## config.mk

```make
export PLATFORM = sky130hd
export DESIGN_NAME = flash_pin_front
export DESIGN_NICKNAME = d
export VERILOG_FILES = /design/src/core/flash_pin_front.v /design/src/core/pin_sync.v
export VERILOG_INCLUDE_DIRS = /design/src /design/src/pkg
export SDC_FILE = /design/constraint.sdc
export NUM_CORES = 1
export LEC_CHECK = 0
export ABC_CLOCK_PERIOD_IN_PS = 2360
export BUFFER_PORTS_ARGS = -buffer_cell sky130_fd_sc_hd__clkbuf_2
export CORE_MARGIN = 3
export CORE_UTILIZATION = 58
export CTS_BUF_LIST = sky130_fd_sc_hd__clkbuf_4 sky130_fd_sc_hd__clkbuf_8
export DETAILED_ROUTE_END_ITERATION = 12
export GPL_ROUTABILITY_DRIVEN = 0
export PLACE_DENSITY = 0.82
export SLEW_MARGIN = 40
export SYNTH_ARGS = -nofsm -noshare
export SYNTH_HDL_FRONTEND = slang
export SYNTH_SLANG_ARGS = --single-unit
```

## constraint.sdc

```tcl
create_clock -name clk -period 2.36 [get_ports clk]
set_input_delay 0.354 -clock clk [delete_from_list [all_inputs] [get_ports clk]]
set_output_delay 0.354 -clock clk [all_outputs]
set_load 0.02 [all_outputs]
```

## src/pkg/flash_front_consts.vh

```
// Constants for the serial flash pin front end.
// Included by the pin front end core; holds definitions only.
`ifndef FLASH_FRONT_CONSTS_VH
`define FLASH_FRONT_CONSTS_VH

// Lane modes requested by the command core
`define LANE_SINGLE 2'h0
`define LANE_DUAL 2'h1
`define LANE_QUAD 2'h2

// Bits moved per serial clock edge, per mode
`define BITS_SINGLE 3'h1
`define BITS_DUAL 3'h2
`define BITS_QUAD 3'h4

// Bits in one byte on the link
`define BYTE_BITS 4'h8

// Field positions of the protected status bits
`define ST_LOCK 5
`define ST_FOUR 4
`define ST_PROT_HI 3
`define ST_PROT_LO 0
`define ST_WIDTH 6

// Status value at power-up
`define ST_RESET 6'h00

// Pin synchroniser width: sck, cs, four lanes
`define SYNC_WIDTH 6

`endif
```

## src/core/flash_pin_front.v

```verilog
// Pin front end of a serial NOR flash: select, lanes, pause,
// status write lock. The serial clock is sampled by clk, so it
// must run well below clk/4. The command core sits behind the
// user ports and decides lane mode and when read data flows.
//
// How it works
// - Chip select high: all pins released
// - Deselected: standby, internal shifting stopped
// - Chip select low: active, accepts traffic
// - After reset, need a select falling edge
// - Ignore serial activity while chip select high
// - Single lane: sample lane zero on rise
// - Single lane: drive lane one on fall
// - Dual/quad: lanes bidirectional, rise in, fall out
// - Quad uses write-lock and pause pins as lanes
// - Lock set, pin low: reject protected writes
// - Lock clear: status writes always allowed
// - Four-lane bit kills write-lock pin function
// - Four-lane bit kills pause pin function
// - Pause low freezes sequence, keeps partial bits
// - Paused and selected: output line released
// - Pause released: resume where it stopped
// - Clock modes 0 and 3 both work
`timescale 1ns/1ns
`default_nettype none
`include "flash_front_consts.vh"

module flash_pin_front #(
  parameter [`ST_WIDTH-1:0] STATUS_INIT = `ST_RESET
) (
  // Clock and reset
  input wire clk,
  input wire nrst,
  // Serial pins from the host
  input wire sck,
  input wire cs_n,
  // Data lane pins, in, out and enable
  input wire data_lane_zero_in,
  input wire data_lane_one_in,
  input wire data_lane_two_in,
  input wire data_lane_three_in,
  output reg data_lane_zero_out,
  output reg data_lane_one_out,
  output reg data_lane_two_out,
  output reg data_lane_three_out,
  output reg data_lane_zero_oe,
  output reg data_lane_one_oe,
  output reg data_lane_two_oe,
  output reg data_lane_three_oe,
  // Command core: mode and direction
  input wire [1:0] lane_mode,
  input wire drive_out,
  // Command core: received bytes
  output reg [7:0] rx_byte,
  output reg rx_valid,
  // Command core: bytes to send
  input wire [7:0] tx_byte,
  output reg tx_take,
  // Command core: status write request
  input wire status_wr,
  input wire [`ST_WIDTH-1:0] status_wr_data,
  output reg status_wr_reject,
  // Status bits held here
  output reg status_lock_bit,
  output reg four_lane_enable_bit,
  output reg [3:0] protect_level_bits,
  // Frame state
  output reg selected,
  output reg standby,
  output reg paused,
  output reg frame_start
);

  ////////////////////////////////////////////////////////////
  // Pin synchronisers

  wire [`SYNC_WIDTH-1:0] pins_raw;
  wire [`SYNC_WIDTH-1:0] pins_sync;

  assign pins_raw = {sck, cs_n,
                     data_lane_three_in, data_lane_two_in,
                     data_lane_one_in, data_lane_zero_in};

  pin_sync #(
    .WIDTH(`SYNC_WIDTH)
  ) u_sync (
    .clk(clk),
    .nrst(nrst),
    .pin_in(pins_raw),
    .pin_out(pins_sync)
  );

  wire sck_s;
  wire cs_n_s;
  wire [3:0] lanes_s;

  assign sck_s = pins_sync[5];
  assign cs_n_s = pins_sync[4];
  assign lanes_s = pins_sync[3:0];

  ////////////////////////////////////////////////////////////
  // Edge detection on synchronised clock and select

  reg sck_d_reg;
  reg cs_n_d_reg;

  always @(posedge clk or negedge nrst) begin
    if (!nrst) begin
      sck_d_reg <= 1'b0;
      cs_n_d_reg <= 1'b0; // Same as synchroniser reset: no false fall
    end else begin
      sck_d_reg <= sck_s;
      cs_n_d_reg <= cs_n_s;
    end
  end

  wire sck_rise;
  wire sck_fall;
  wire cs_fall;

  assign sck_rise = sck_s & ~sck_d_reg;
  assign sck_fall = ~sck_s & sck_d_reg;
  assign cs_fall = ~cs_n_s & cs_n_d_reg;

  ////////////////////////////////////////////////////////////
  // Select and standby

  // Reset leaves select low until the host toggles it
  reg cs_high_seen_reg;
  reg armed_reg;

  always @(posedge clk or negedge nrst) begin
    if (!nrst) begin
      cs_high_seen_reg <= 1'b0;
      armed_reg <= 1'b0;
    end else begin
      if (cs_n_s)
        cs_high_seen_reg <= 1'b1;
      if (cs_n_s)
        armed_reg <= 1'b0;
      else if (cs_fall && cs_high_seen_reg)
        armed_reg <= 1'b1;
    end
  end

  wire active;
  assign active = armed_reg & ~cs_n_s;

  ////////////////////////////////////////////////////////////
  // Pin functions: write lock and pause

  // Four-lane bit turns both pins into plain data lanes
  wire wp_n;
  wire hold_n;

  assign wp_n = four_lane_enable_bit | lanes_s[2];
  assign hold_n = four_lane_enable_bit | lanes_s[3];

  wire hold_now;
  assign hold_now = active & ~hold_n;

  // Edges seen while paused are dropped, state is kept
  wire run;
  assign run = active & ~hold_now;

  wire rise_ok;
  wire fall_ok;

  assign rise_ok = run & sck_rise;
  assign fall_ok = run & sck_fall;

  ////////////////////////////////////////////////////////////
  // Effective lane mode

  // Quad only when lanes two and three are freed for data
  reg [1:0] mode_eff;
  reg [2:0] step;

  always @* begin
    mode_eff = lane_mode;
    if (lane_mode == `LANE_QUAD && !four_lane_enable_bit)
      mode_eff = `LANE_DUAL;
    else if (lane_mode != `LANE_QUAD && lane_mode != `LANE_DUAL)
      mode_eff = `LANE_SINGLE;
    case (mode_eff)
      `LANE_DUAL: step = `BITS_DUAL;
      `LANE_QUAD: step = `BITS_QUAD;
      default: step = `BITS_SINGLE;
    endcase
  end

  ////////////////////////////////////////////////////////////
  // Receive path

  reg [7:0] rx_sh_reg;
  reg [7:0] rx_sh_next;
  reg [3:0] rx_cnt_reg;
  reg [3:0] rx_cnt_next;

  // Multi-lane pins are shared, so no sampling while driving
  wire rx_en;
  assign rx_en = rise_ok & (mode_eff == `LANE_SINGLE | ~drive_out);

  always @* begin
    rx_sh_next = rx_sh_reg;
    rx_cnt_next = rx_cnt_reg;
    case (mode_eff)
      `LANE_DUAL: rx_sh_next = {rx_sh_reg[5:0], lanes_s[1:0]};
      `LANE_QUAD: rx_sh_next = {rx_sh_reg[3:0], lanes_s};
      default: rx_sh_next = {rx_sh_reg[6:0], lanes_s[0]};
    endcase
    rx_cnt_next = rx_cnt_reg + {1'b0, step};
  end

  always @(posedge clk or negedge nrst) begin
    if (!nrst) begin
      rx_sh_reg <= 8'h00;
      rx_cnt_reg <= 4'h0;
      rx_byte <= 8'h00;
      rx_valid <= 1'b0;
    end else begin
      rx_valid <= 1'b0;
      if (cs_fall) begin
        rx_cnt_reg <= 4'h0;
      end else if (rx_en) begin
        rx_sh_reg <= rx_sh_next;
        if (rx_cnt_next >= `BYTE_BITS) begin
          rx_cnt_reg <= 4'h0;
          rx_byte <= rx_sh_next;
          rx_valid <= 1'b1;
        end else begin
          rx_cnt_reg <= rx_cnt_next;
        end
      end
    end
  end

  ////////////////////////////////////////////////////////////
  // Transmit path

  // Mode 3 idles high: the fall right after select carries
  // nothing, so output waits for a rise in this frame
  reg rise_seen_reg;
  reg [7:0] tx_sh_reg;
  reg [3:0] tx_left_reg;
  reg [7:0] tx_cur;
  reg [3:0] tx_left;

  always @* begin
    tx_cur = tx_sh_reg;
    tx_left = tx_left_reg;
    if (tx_left_reg == 4'h0) begin
      tx_cur = tx_byte;
      tx_left = `BYTE_BITS;
    end
  end

  wire tx_en;
  assign tx_en = fall_ok & drive_out & rise_seen_reg;

  always @(posedge clk or negedge nrst) begin
    if (!nrst) begin
      rise_seen_reg <= 1'b0;
      tx_sh_reg <= 8'h00;
      tx_left_reg <= 4'h0;
      tx_take <= 1'b0;
    end else begin
      tx_take <= 1'b0;
      if (cs_fall) begin
        rise_seen_reg <= 1'b0;
        tx_left_reg <= 4'h0;
      end else begin
        if (rise_ok)
          rise_seen_reg <= 1'b1;
        if (!drive_out) begin
          tx_left_reg <= 4'h0;
        end else if (tx_en) begin
          tx_take <= (tx_left_reg == 4'h0);
          tx_sh_reg <= tx_cur << step;
          tx_left_reg <= tx_left - {1'b0, step};
        end
      end
    end
  end

  ////////////////////////////////////////////////////////////
  // Lane drivers

  reg [3:0] lane_val_reg;
  reg [3:0] lane_en_reg;
  reg [3:0] lane_val_next;
  reg [3:0] lane_en_next;

  always @* begin
    lane_val_next = lane_val_reg;
    lane_en_next = lane_en_reg;
    if (tx_en) begin
      case (mode_eff)
        `LANE_DUAL: lane_val_next = {2'h0, tx_cur[7:6]};
        `LANE_QUAD: lane_val_next = tx_cur[7:4];
        default: lane_val_next = {2'h0, tx_cur[7], 1'b0};
      endcase
      case (mode_eff)
        `LANE_DUAL: lane_en_next = 4'h3;
        `LANE_QUAD: lane_en_next = 4'hf;
        default: lane_en_next = 4'h2;
      endcase
    end
    if (!drive_out)
      lane_en_next = 4'h0;
    if (!active || hold_now)
      lane_en_next = 4'h0;
  end

  always @(posedge clk or negedge nrst) begin
    if (!nrst) begin
      lane_val_reg <= 4'h0;
      lane_en_reg <= 4'h0;
    end else begin
      lane_val_reg <= lane_val_next;
      lane_en_reg <= lane_en_next;
    end
  end

  always @* begin
    data_lane_zero_out = lane_val_reg[0];
    data_lane_one_out = lane_val_reg[1];
    data_lane_two_out = lane_val_reg[2];
    data_lane_three_out = lane_val_reg[3];
    data_lane_zero_oe = lane_en_reg[0];
    data_lane_one_oe = lane_en_reg[1];
    data_lane_two_oe = lane_en_reg[2];
    data_lane_three_oe = lane_en_reg[3];
  end

  ////////////////////////////////////////////////////////////
  // Protected status bits

  wire locked;
  assign locked = status_lock_bit & ~wp_n;

  always @(posedge clk or negedge nrst) begin
    if (!nrst) begin
      status_lock_bit <= STATUS_INIT[`ST_LOCK];
      four_lane_enable_bit <= STATUS_INIT[`ST_FOUR];
      protect_level_bits <= STATUS_INIT[`ST_PROT_HI:`ST_PROT_LO];
      status_wr_reject <= 1'b0;
    end else begin
      status_wr_reject <= 1'b0;
      if (status_wr) begin
        if (locked) begin
          status_wr_reject <= 1'b1;
        end else begin
          status_lock_bit <= status_wr_data[`ST_LOCK];
          four_lane_enable_bit <= status_wr_data[`ST_FOUR];
          protect_level_bits <= status_wr_data[`ST_PROT_HI:`ST_PROT_LO];
        end
      end
    end
  end

  ////////////////////////////////////////////////////////////
  // Frame state outputs

  always @(posedge clk or negedge nrst) begin
    if (!nrst) begin
      selected <= 1'b0;
      standby <= 1'b1;
      paused <= 1'b0;
      frame_start <= 1'b0;
    end else begin
      selected <= active;
      standby <= ~active;
      paused <= hold_now;
      frame_start <= cs_fall & cs_high_seen_reg;
    end
  end

endmodule // flash_pin_front

`default_nettype wire

```

## src/core/pin_sync.v

```verilog
// Two-flop synchroniser for a bundle of pin inputs.
// Assumes single clock clk; the inputs are asynchronous to it.
`timescale 1ns/1ns
`default_nettype none

module pin_sync #(
  parameter WIDTH = 6
) (
  // Clock and reset
  input wire clk,
  input wire nrst,
  // Pins in, synchronised copy out
  input wire [WIDTH-1:0] pin_in,
  output reg [WIDTH-1:0] pin_out
);

  reg [WIDTH-1:0] meta_reg;

  // First stage is read only by the second
  always @(posedge clk or negedge nrst) begin
    if (!nrst) begin
      meta_reg <= {WIDTH{1'b0}};
      pin_out <= {WIDTH{1'b0}};
    end else begin
      meta_reg <= pin_in;
      pin_out <= meta_reg;
    end
  end

endmodule // pin_sync

`default_nettype wire

```

==> flow_summary.yaml, run 1 <==
outcome:
  status: "complete, no violations"
detailed_routing:
  drcViolationCount: 0
  wl_met2_um: 3480
  ant_nets: 0
  vias: 2444
  via_per_inst: 5.68
  m1WireLength_um: 3160
  wl_per_cell_um: 16.6
  wl_met3_um: 403
  wl_um: 7140
  highest_layer: "met4"
  drt-initial-drc-count: 123
  first_pass_iters: 4
timing:
  tightestPinTransition_ps: 657
  hold_viol_final: 0
  fin_ws_ps: 154
  slew_violations: 0
  max_slew_margin: 0.562
  fmax_mhz: 453
  grt_setup_unrepaired: "false"
  holdWs_ps: 29.9
  min_period_ps: 2210
  setup_viol: 0
  finalSetupTns_ps: 0
  fin_crit_sh: 0.935
  worst_clock_skew_ps: 8.05
worst_setup_path:
  start_kind: "flip-flop"
  end_kind: "flip-flop"
  ff2ff_path_depth: 4
  worstSetupPathType: "flip-flop to flip-flop"
  r2r_slack_ps: 150
  worst-path-max-fanout: 13
  rr_endpoint: "rx_byte[0]$_DFFE_PN0P_"
  worstPathRequired_ps: 2590
  arrival_ps: 2430
  r2r_start: "four_lane_enable_bit$_DFFE_PN0P_"
global_routing:
  track_usage: 0.235
  grt_max_degree: 43
  grt_pass1_wl_um: 11700
  antenna_found_initial: 0
  grt_pass1_vias: 2408
  grt-ovfl-total: 0
cells_and_area:
  area_growth_pct: 19.8
  multi_input_area_sq_um: 1500
  antenna_cells: 0
  seq_area_sq_um: 1700
  fill_cells: 383
  final_nets: 387
  drive_gt1_frac: 0.372
  final_cell_count_no_fill: 430
floorplanning:
  ios: 55
  core-area_sq_um: 5340
  die_w_um: 81.7
  start_util: 0.622
  fp-row-count: 26
  die_area_sq_um: 6670
  die_h_um: 81.7
synth:
  synthesis.nets: 321
  synth.distinct_cells: 66
  synth_flop_cell: "dfrtp_1"
  synth_edf_count: 0
  syn_area_sq_um: 3320
  avgSynthCellArea_sq_um: 11.5
  synthArstFlopShare: 1.00
  syn-instance-count: 289
  ys_seq_area_frac: 0.513
  ys_warn_count: 0
  ys_ff_latch: 68
place:
  dpl_worst_slack_ps: -129
  place.detailed.hpwl_um: 5150
  io_buffers: 54
  post-place-cells: 414
run:
  max-cap-violations: 0
worst_hold_path:
  min_path_type: "primary input to async pin"
pwr:
  power.density_nw_per_um2: 708
  sw_frac_of_total: 0.287
  leakage_nw: 1.94
  fin_total_pwr_mw: 2.82
  clkPwrFrac: 0.354
  peakVddDrop_uv: 703
  power_switching_mw: 0.809
  p_int_mw: 2.01
  seqPwrFrac: 0.478
  pwr-share-comb: 0.168
clock_network:
  cts_made_buffers: 9
  clock_latency_ps: 340
  clock_sinks: 68
  postCtsSetupRepairBufs: 0
  cts_resized: 0
  cts_tree: "done"
  root_buffer: "clkbuf_8"
  htree_levels: 3
  clockBufferDepth: 2
  path_clk_slew_ps: 80
  hold_buffers: 0
[area by class of cell]
cell class / count / share of cell area
clock buffer: 11 / 0.0381
clock inverter: 5 / 0.0151
inverter: 14 / 0.0151
multi-input combinational: 192 / 0.377
sequential: 68 / 0.428
tap: 70 / 0.0220
timing repair buffer: 70 / 0.104
[cells in the final DEF (no fill, tap or decap), types with 3 or more instances in the layout]
cell,netlist,final
dfrtp_1,67,67
clkbuf_2,0,53
nand2_1,26,26
nor2_1,24,24
buf_4,2,14
mux2i_1,13,13
mux2_2,12,12
clkbuf_8,0,11
inv_1,9,9
o21ai_0,10,9
and2_1,8,8
a31oi_1,8,8
mux2_4,7,7
nand3_1,6,6
a21oi_1,7,6
nand2b_1,5,5
or2_2,5,5
ha_1,5,5
nor2b_1,4,4
clkinvlp_4,0,4
inv_2,3,3
o31ai_1,3,3
a32o_1,3,3
[power by group through the flow]
stage | Clock [mW] | Combinational [mW] | Sequential (mW)
6_report | 0.997 | 0.474 | 1.34
5_1_grt | 1.08 | 0.521 | 1.35
4_1_cts | 1.01 | 0.479 | 1.34
3_5_place_dp | 0 | 0.474 | 1.36
3_3_place_gp | 0 | 0.460 | 1.36
2_1_floorplan | 0 | 0.282 | 1.37
[routing by layer]
| metal | track usage | up-vias |
|---|---|---|
| met2 | 0.381 | 66 |
| met5 | 0 | - |
| met3 | 0.0625 | 12 |
| li1 | - | 1160 |
| met4 | 0.0714 | 0 |
| met1 | 0.310 | 1206 |
[stage by stage]
step | area (sq um) | utilization
finish | 3980 | 0.746
global route | 3980 | 0.746
CTS | 3980 | 0.746
detailed placement | 3770 | 0.706
global placement | 3770 | 0.706
floorplan | 3350 | -
[logic make-up (layout without fill, tap and decap cells)]
| group | count (synthesis) | after routing | share of synthesized area |
|---|---|---|---|
| flip-flops | 68 | 68 | 0.513 |
| multiplexers | 32 | 32 | 0.112 |
| XOR/XNOR | 3 | 3 | 0.00791 |
| AND/OR/NAND/NOR | 90 | 90 | 0.152 |
| buffers and inverters | 29 | 100 | 0.0429 |
| AO/OA/AOI/OAI | 60 | 60 | 0.144 |
| adder cells (fa/ha/maj) | 7 | 7 | 0.0283 |
[worst max-delay path, stage by stage, from the launching register on]
cell,delay (ps)
dfrtp_1,600
or2_2,310
o2111ai_4,230
nor3_4,590
mux2_4,350
[how the worst max path moves through the flow]
| stage | to | slack [ps] | cells after the start | from |
|---|---|---|---|---|
| 2_1_floorplan | rx_byte[0]$_DFFE_PN0P_ | 5 | 9 | lane_mode[0] |
| 3_3_place_gp | rx_byte[2]$_DFFE_PN0P_ | -20 | 9 | lane_mode[0] |
| 3_5_place_dp | rx_byte[0]$_DFFE_PN0P_ | -130 | 9 | lane_mode[0] |
| 4_1_cts | rx_byte[5]$_DFFE_PN0P_ | 120 | 7 | four_lane_enable_bit$_DFFE_PN0P_ |
| 5_1_grt | rx_byte[5]$_DFFE_PN0P_ | 10 | 4 | four_lane_enable_bit$_DFFE_PN0P_ |
| 6_report | rx_byte[0]$_DFFE_PN0P_ | 150 | 4 | four_lane_enable_bit$_DFFE_PN0P_ |
[cells in the mapped netlist (all sizes together), types with 2 or more instances]
master,number,area [sq um]
o31ai,3,22.5
nand2b,6,45.0
a21oi,7,35.0
or2,5,31.3
nand4b,2,17.5
nand2,26,97.6
a31oi,8,50.1
dfrtp,67,1680
nor2,25,110
o211ai,2,15.0
inv,13,56.3
nand3,6,30.0
clkbuf,8,30.0
mux2,19,240
a211oi,3,27.5
o22ai,3,25.0
nor2b,5,38.8
and2,8,50.1
o21ai,11,58.8
a22oi,2,15.0
xor2,2,17.5
ha,5,62.6
o22a,2,18.8
o2111ai,2,35.0
buf,7,52.5
mux2i,13,130
a32o,3,30.0
Note: power is estimated with default switching activity, not from simulation.
==> inputs of run 2 (changes only) <==
--- a/config.mk
+++ b/config.mk
@@ -17,4 +17,5 @@
 export SLEW_MARGIN = 40
 export SYNTH_ARGS = -nofsm -noshare
 export SYNTH_HDL_FRONTEND = slang
+export SYNTH_HIERARCHICAL = 1
 export SYNTH_SLANG_ARGS = --single-unit
==> run 2 against run 1 <==
  * Clock skew grew 1.2 ps
  * Final cell count increased by 1.4%
  * Highest routed layer unchanged
  * Setup slack improved by 19 ps
  * Worst hold slack worse by 11 ps
  * Clock-buffer cell count fell by 1
  * Via count up 0.16%
  * Critical path type unchanged
  * Sequential power about the same
  * Combinational power decreased by 0.8%
  * Synthesized cell count is the same
  * Utilization down 2.4 points
==> flow_summary.yaml, run 2 <==
outcome:
  status: "complete, no violations"
synth:
  syn_area_sq_um: 3350
  ys_seq_area_frac: 0.509
  ys_ff_latch: 68
  ys_warn_count: 6
  synthesis.nets: 321
  avgSynthCellArea_sq_um: 11.6
  synth_top_area_share: 0.501
  post-synth-top-count-cell: "dfrtp_1"
  synth_flop_cell: "dfrtp_1"
  yosysTopAreaCell: "dfrtp_1"
  syn-instance-count: 289
  synth.distinct_cells: 73
  synth_edf_count: 0
  synthArstFlopShare: 1.00
  synth_commonest_cells: "67 x dfrtp_1, 24 x nand2_1, 23 x nor2_1"
  ys_top_cells_by_area: "dfrtp_1 50%, mux2i_1 4.5%, mux2_2 4.0%"
floorplanning:
  fp-row-count: 27
  die_h_um: 82.0
  core-area_sq_um: 5540
  die_w_um: 82.0
  die_area_sq_um: 6720
  ios: 55
  start_util: 0.604
detailed_routing:
  drt-initial-drc-count: 181
  wl_met2_um: 3570
  wl_per_cell_um: 16.5
  wl_um: 7190
  highest_layer: "met4"
  wl_met3_um: 431
  first_pass_iters: 4
  m1WireLength_um: 3040
  via_per_inst: 5.61
  vias: 2448
  ant_nets: 0
  drcViolationCount: 0
clock_network:
  clockBufferDepth: 2
  htree_levels: 3
  postCtsSetupRepairBufs: 0
  clock_latency_ps: 340
  hold_buffers: 0
  clock_sinks: 68
  root_buffer: "clkbuf_8"
  cts_tree: "done"
  cts_made_buffers: 9
  path_clk_slew_ps: 70
  cts_resized: 0
pwr:
  peakVddDrop_uv: 602
  power.density_nw_per_um2: 688
  fin_total_pwr_mw: 2.75
  leakage_nw: 1.95
global_routing:
  grt_pass1_vias: 2492
  track_usage: 0.241
  antenna_found_initial: 0
  grt_max_degree: 42
  grt-ovfl-total: 0
  grt_pass1_wl_um: 12000
cells_and_area:
  mostFrequentLayoutCells: "67 x dfrtp_1, 53 x clkbuf_2, 24 x nand2_1, 23 x nor2_1, 20 x buf_4"
  final_nets: 391
  antenna_cells: 0
  layout_commonest_cell: "dfrtp_1"
  post-route-cell-area_sq_um: 4000
  drive_gt1_frac: 0.385
  area_growth_pct: 19.4
timing:
  finalSetupTns_ps: 0
  worst_clock_skew_ps: 9.26
  fin_crit_sh: 0.926
  fmax_mhz: 457
  min_period_ps: 2190
  hold_viol_final: 0
  grt_setup_unrepaired: "false"
  fin_ws_ps: 174
  tightestPinTransition_ps: 611
  setup_viol: 0
  max_slew_margin: 0.591
  slew_violations: 0
worst_setup_path:
  worstSetupPathType: "flip-flop to flip-flop"
  arrival_ps: 2410
  start_kind: "flip-flop"
  worst-path-max-fanout: 10
  r2r_start: "four_lane_enable_bit$_DFFE_PN0P_"
  max_stage_delay_ps: 590
  startpoint: "four_lane_enable_bit$_DFFE_PN0P_"
  slowest_stage: "dfrtp_1"
  end_kind: "flip-flop"
  path_cells: "clkinv_2 > nor2_8 > inv_8 > o22ai_2 > a211oi_2 > nor3_4 > mux2_4"
  worstPathRequired_ps: 2580
run:
  max-cap-violations: 0
place:
  dpl_worst_slack_ps: -106
  place.detailed.hpwl_um: 5320
  io_buffers: 54
  post_dp_cell_area_sq_um: 3800
worst_hold_path:
  min_path_type: "primary input to async pin"
-- run 2: through the flow --
step	cells	util	hold slack, ps
2_1_floorplan	289	-	58.4
3_3_place_gp	420	0.686	334
3_5_place_dp	420	0.686	343
4_1_cts	436	0.722	21.6
5_1_grt	436	0.722	37.1
6_report	436	0.722	19.1
-- run 2: cells by family (layout without fill, tap and decap cells) --
group,after synthesis,after routing,synth area share
simple gates,87,87,0.145
flops,68,68,0.509
compound gates,60,60,0.147
mux,33,33,0.112
buf+inv,31,106,0.0456
fa+ha+maj,7,7,0.0280
xor+xnor,3,3,0.0135
-- run 2: area by class of cell --
cell class | instances | area, sq um
fillers | 402 | 1540
multi-input cells | 190 | 1500
repair buffers | 75 | 440
clock inverters | 6 | 65.1
clock buffers | 10 | 131
inverters | 15 | 66.3
flip-flops and latches | 68 | 1700
well taps | 72 | 90.1
-- run 2: path summary, 6_finish.rpt --
kind / endpoint / depth (start not counted) / slack (ps)
min in group clk: u_sync/meta_reg[5]$_DFF_PN0_ / 1 / 110
hold / removal: lane_en_reg[1]$_DFFE_PN0P_ / 2 / 20
setup / recovery: rx_byte[2]$_DFFE_PN0P_ / 7 / 170
setup reg to reg: rx_byte[2]$_DFFE_PN0P_ / 7 / 170
hold reg to reg: u_sync/pin_out[3]$_DFF_PN0_ / 0 / 360
max in group asynchronous: standby$_DFF_PN1_ / 2 / 1940
-- run 2: metal layers --
layer  vias to the layer above  global-route usage
met2                        80               0.397
li1                       1169                   -
met5                         -                   0
met4                         0               0.113
met1                      1184               0.301
met3                        15              0.0548
-- run 2: worst max-delay path: cells and delay by family, from the launching register on --
family / cells / cell delay, ps
DFF: 1 / 590
AOI/OAI and AO/OA: 2 / 220
muxes: 1 / 350
buffers and inverters: 2 / 230
and+or+nand+nor: 2 / 670
-- run 2: where the power goes --
part	total, mW	switching [mW]	internal, mW
Sequential	1.34	0.0851	1.25
Clock	0.943	0.443	0.499
Combinational	0.470	0.263	0.207
Total	2.75	0.792	1.96
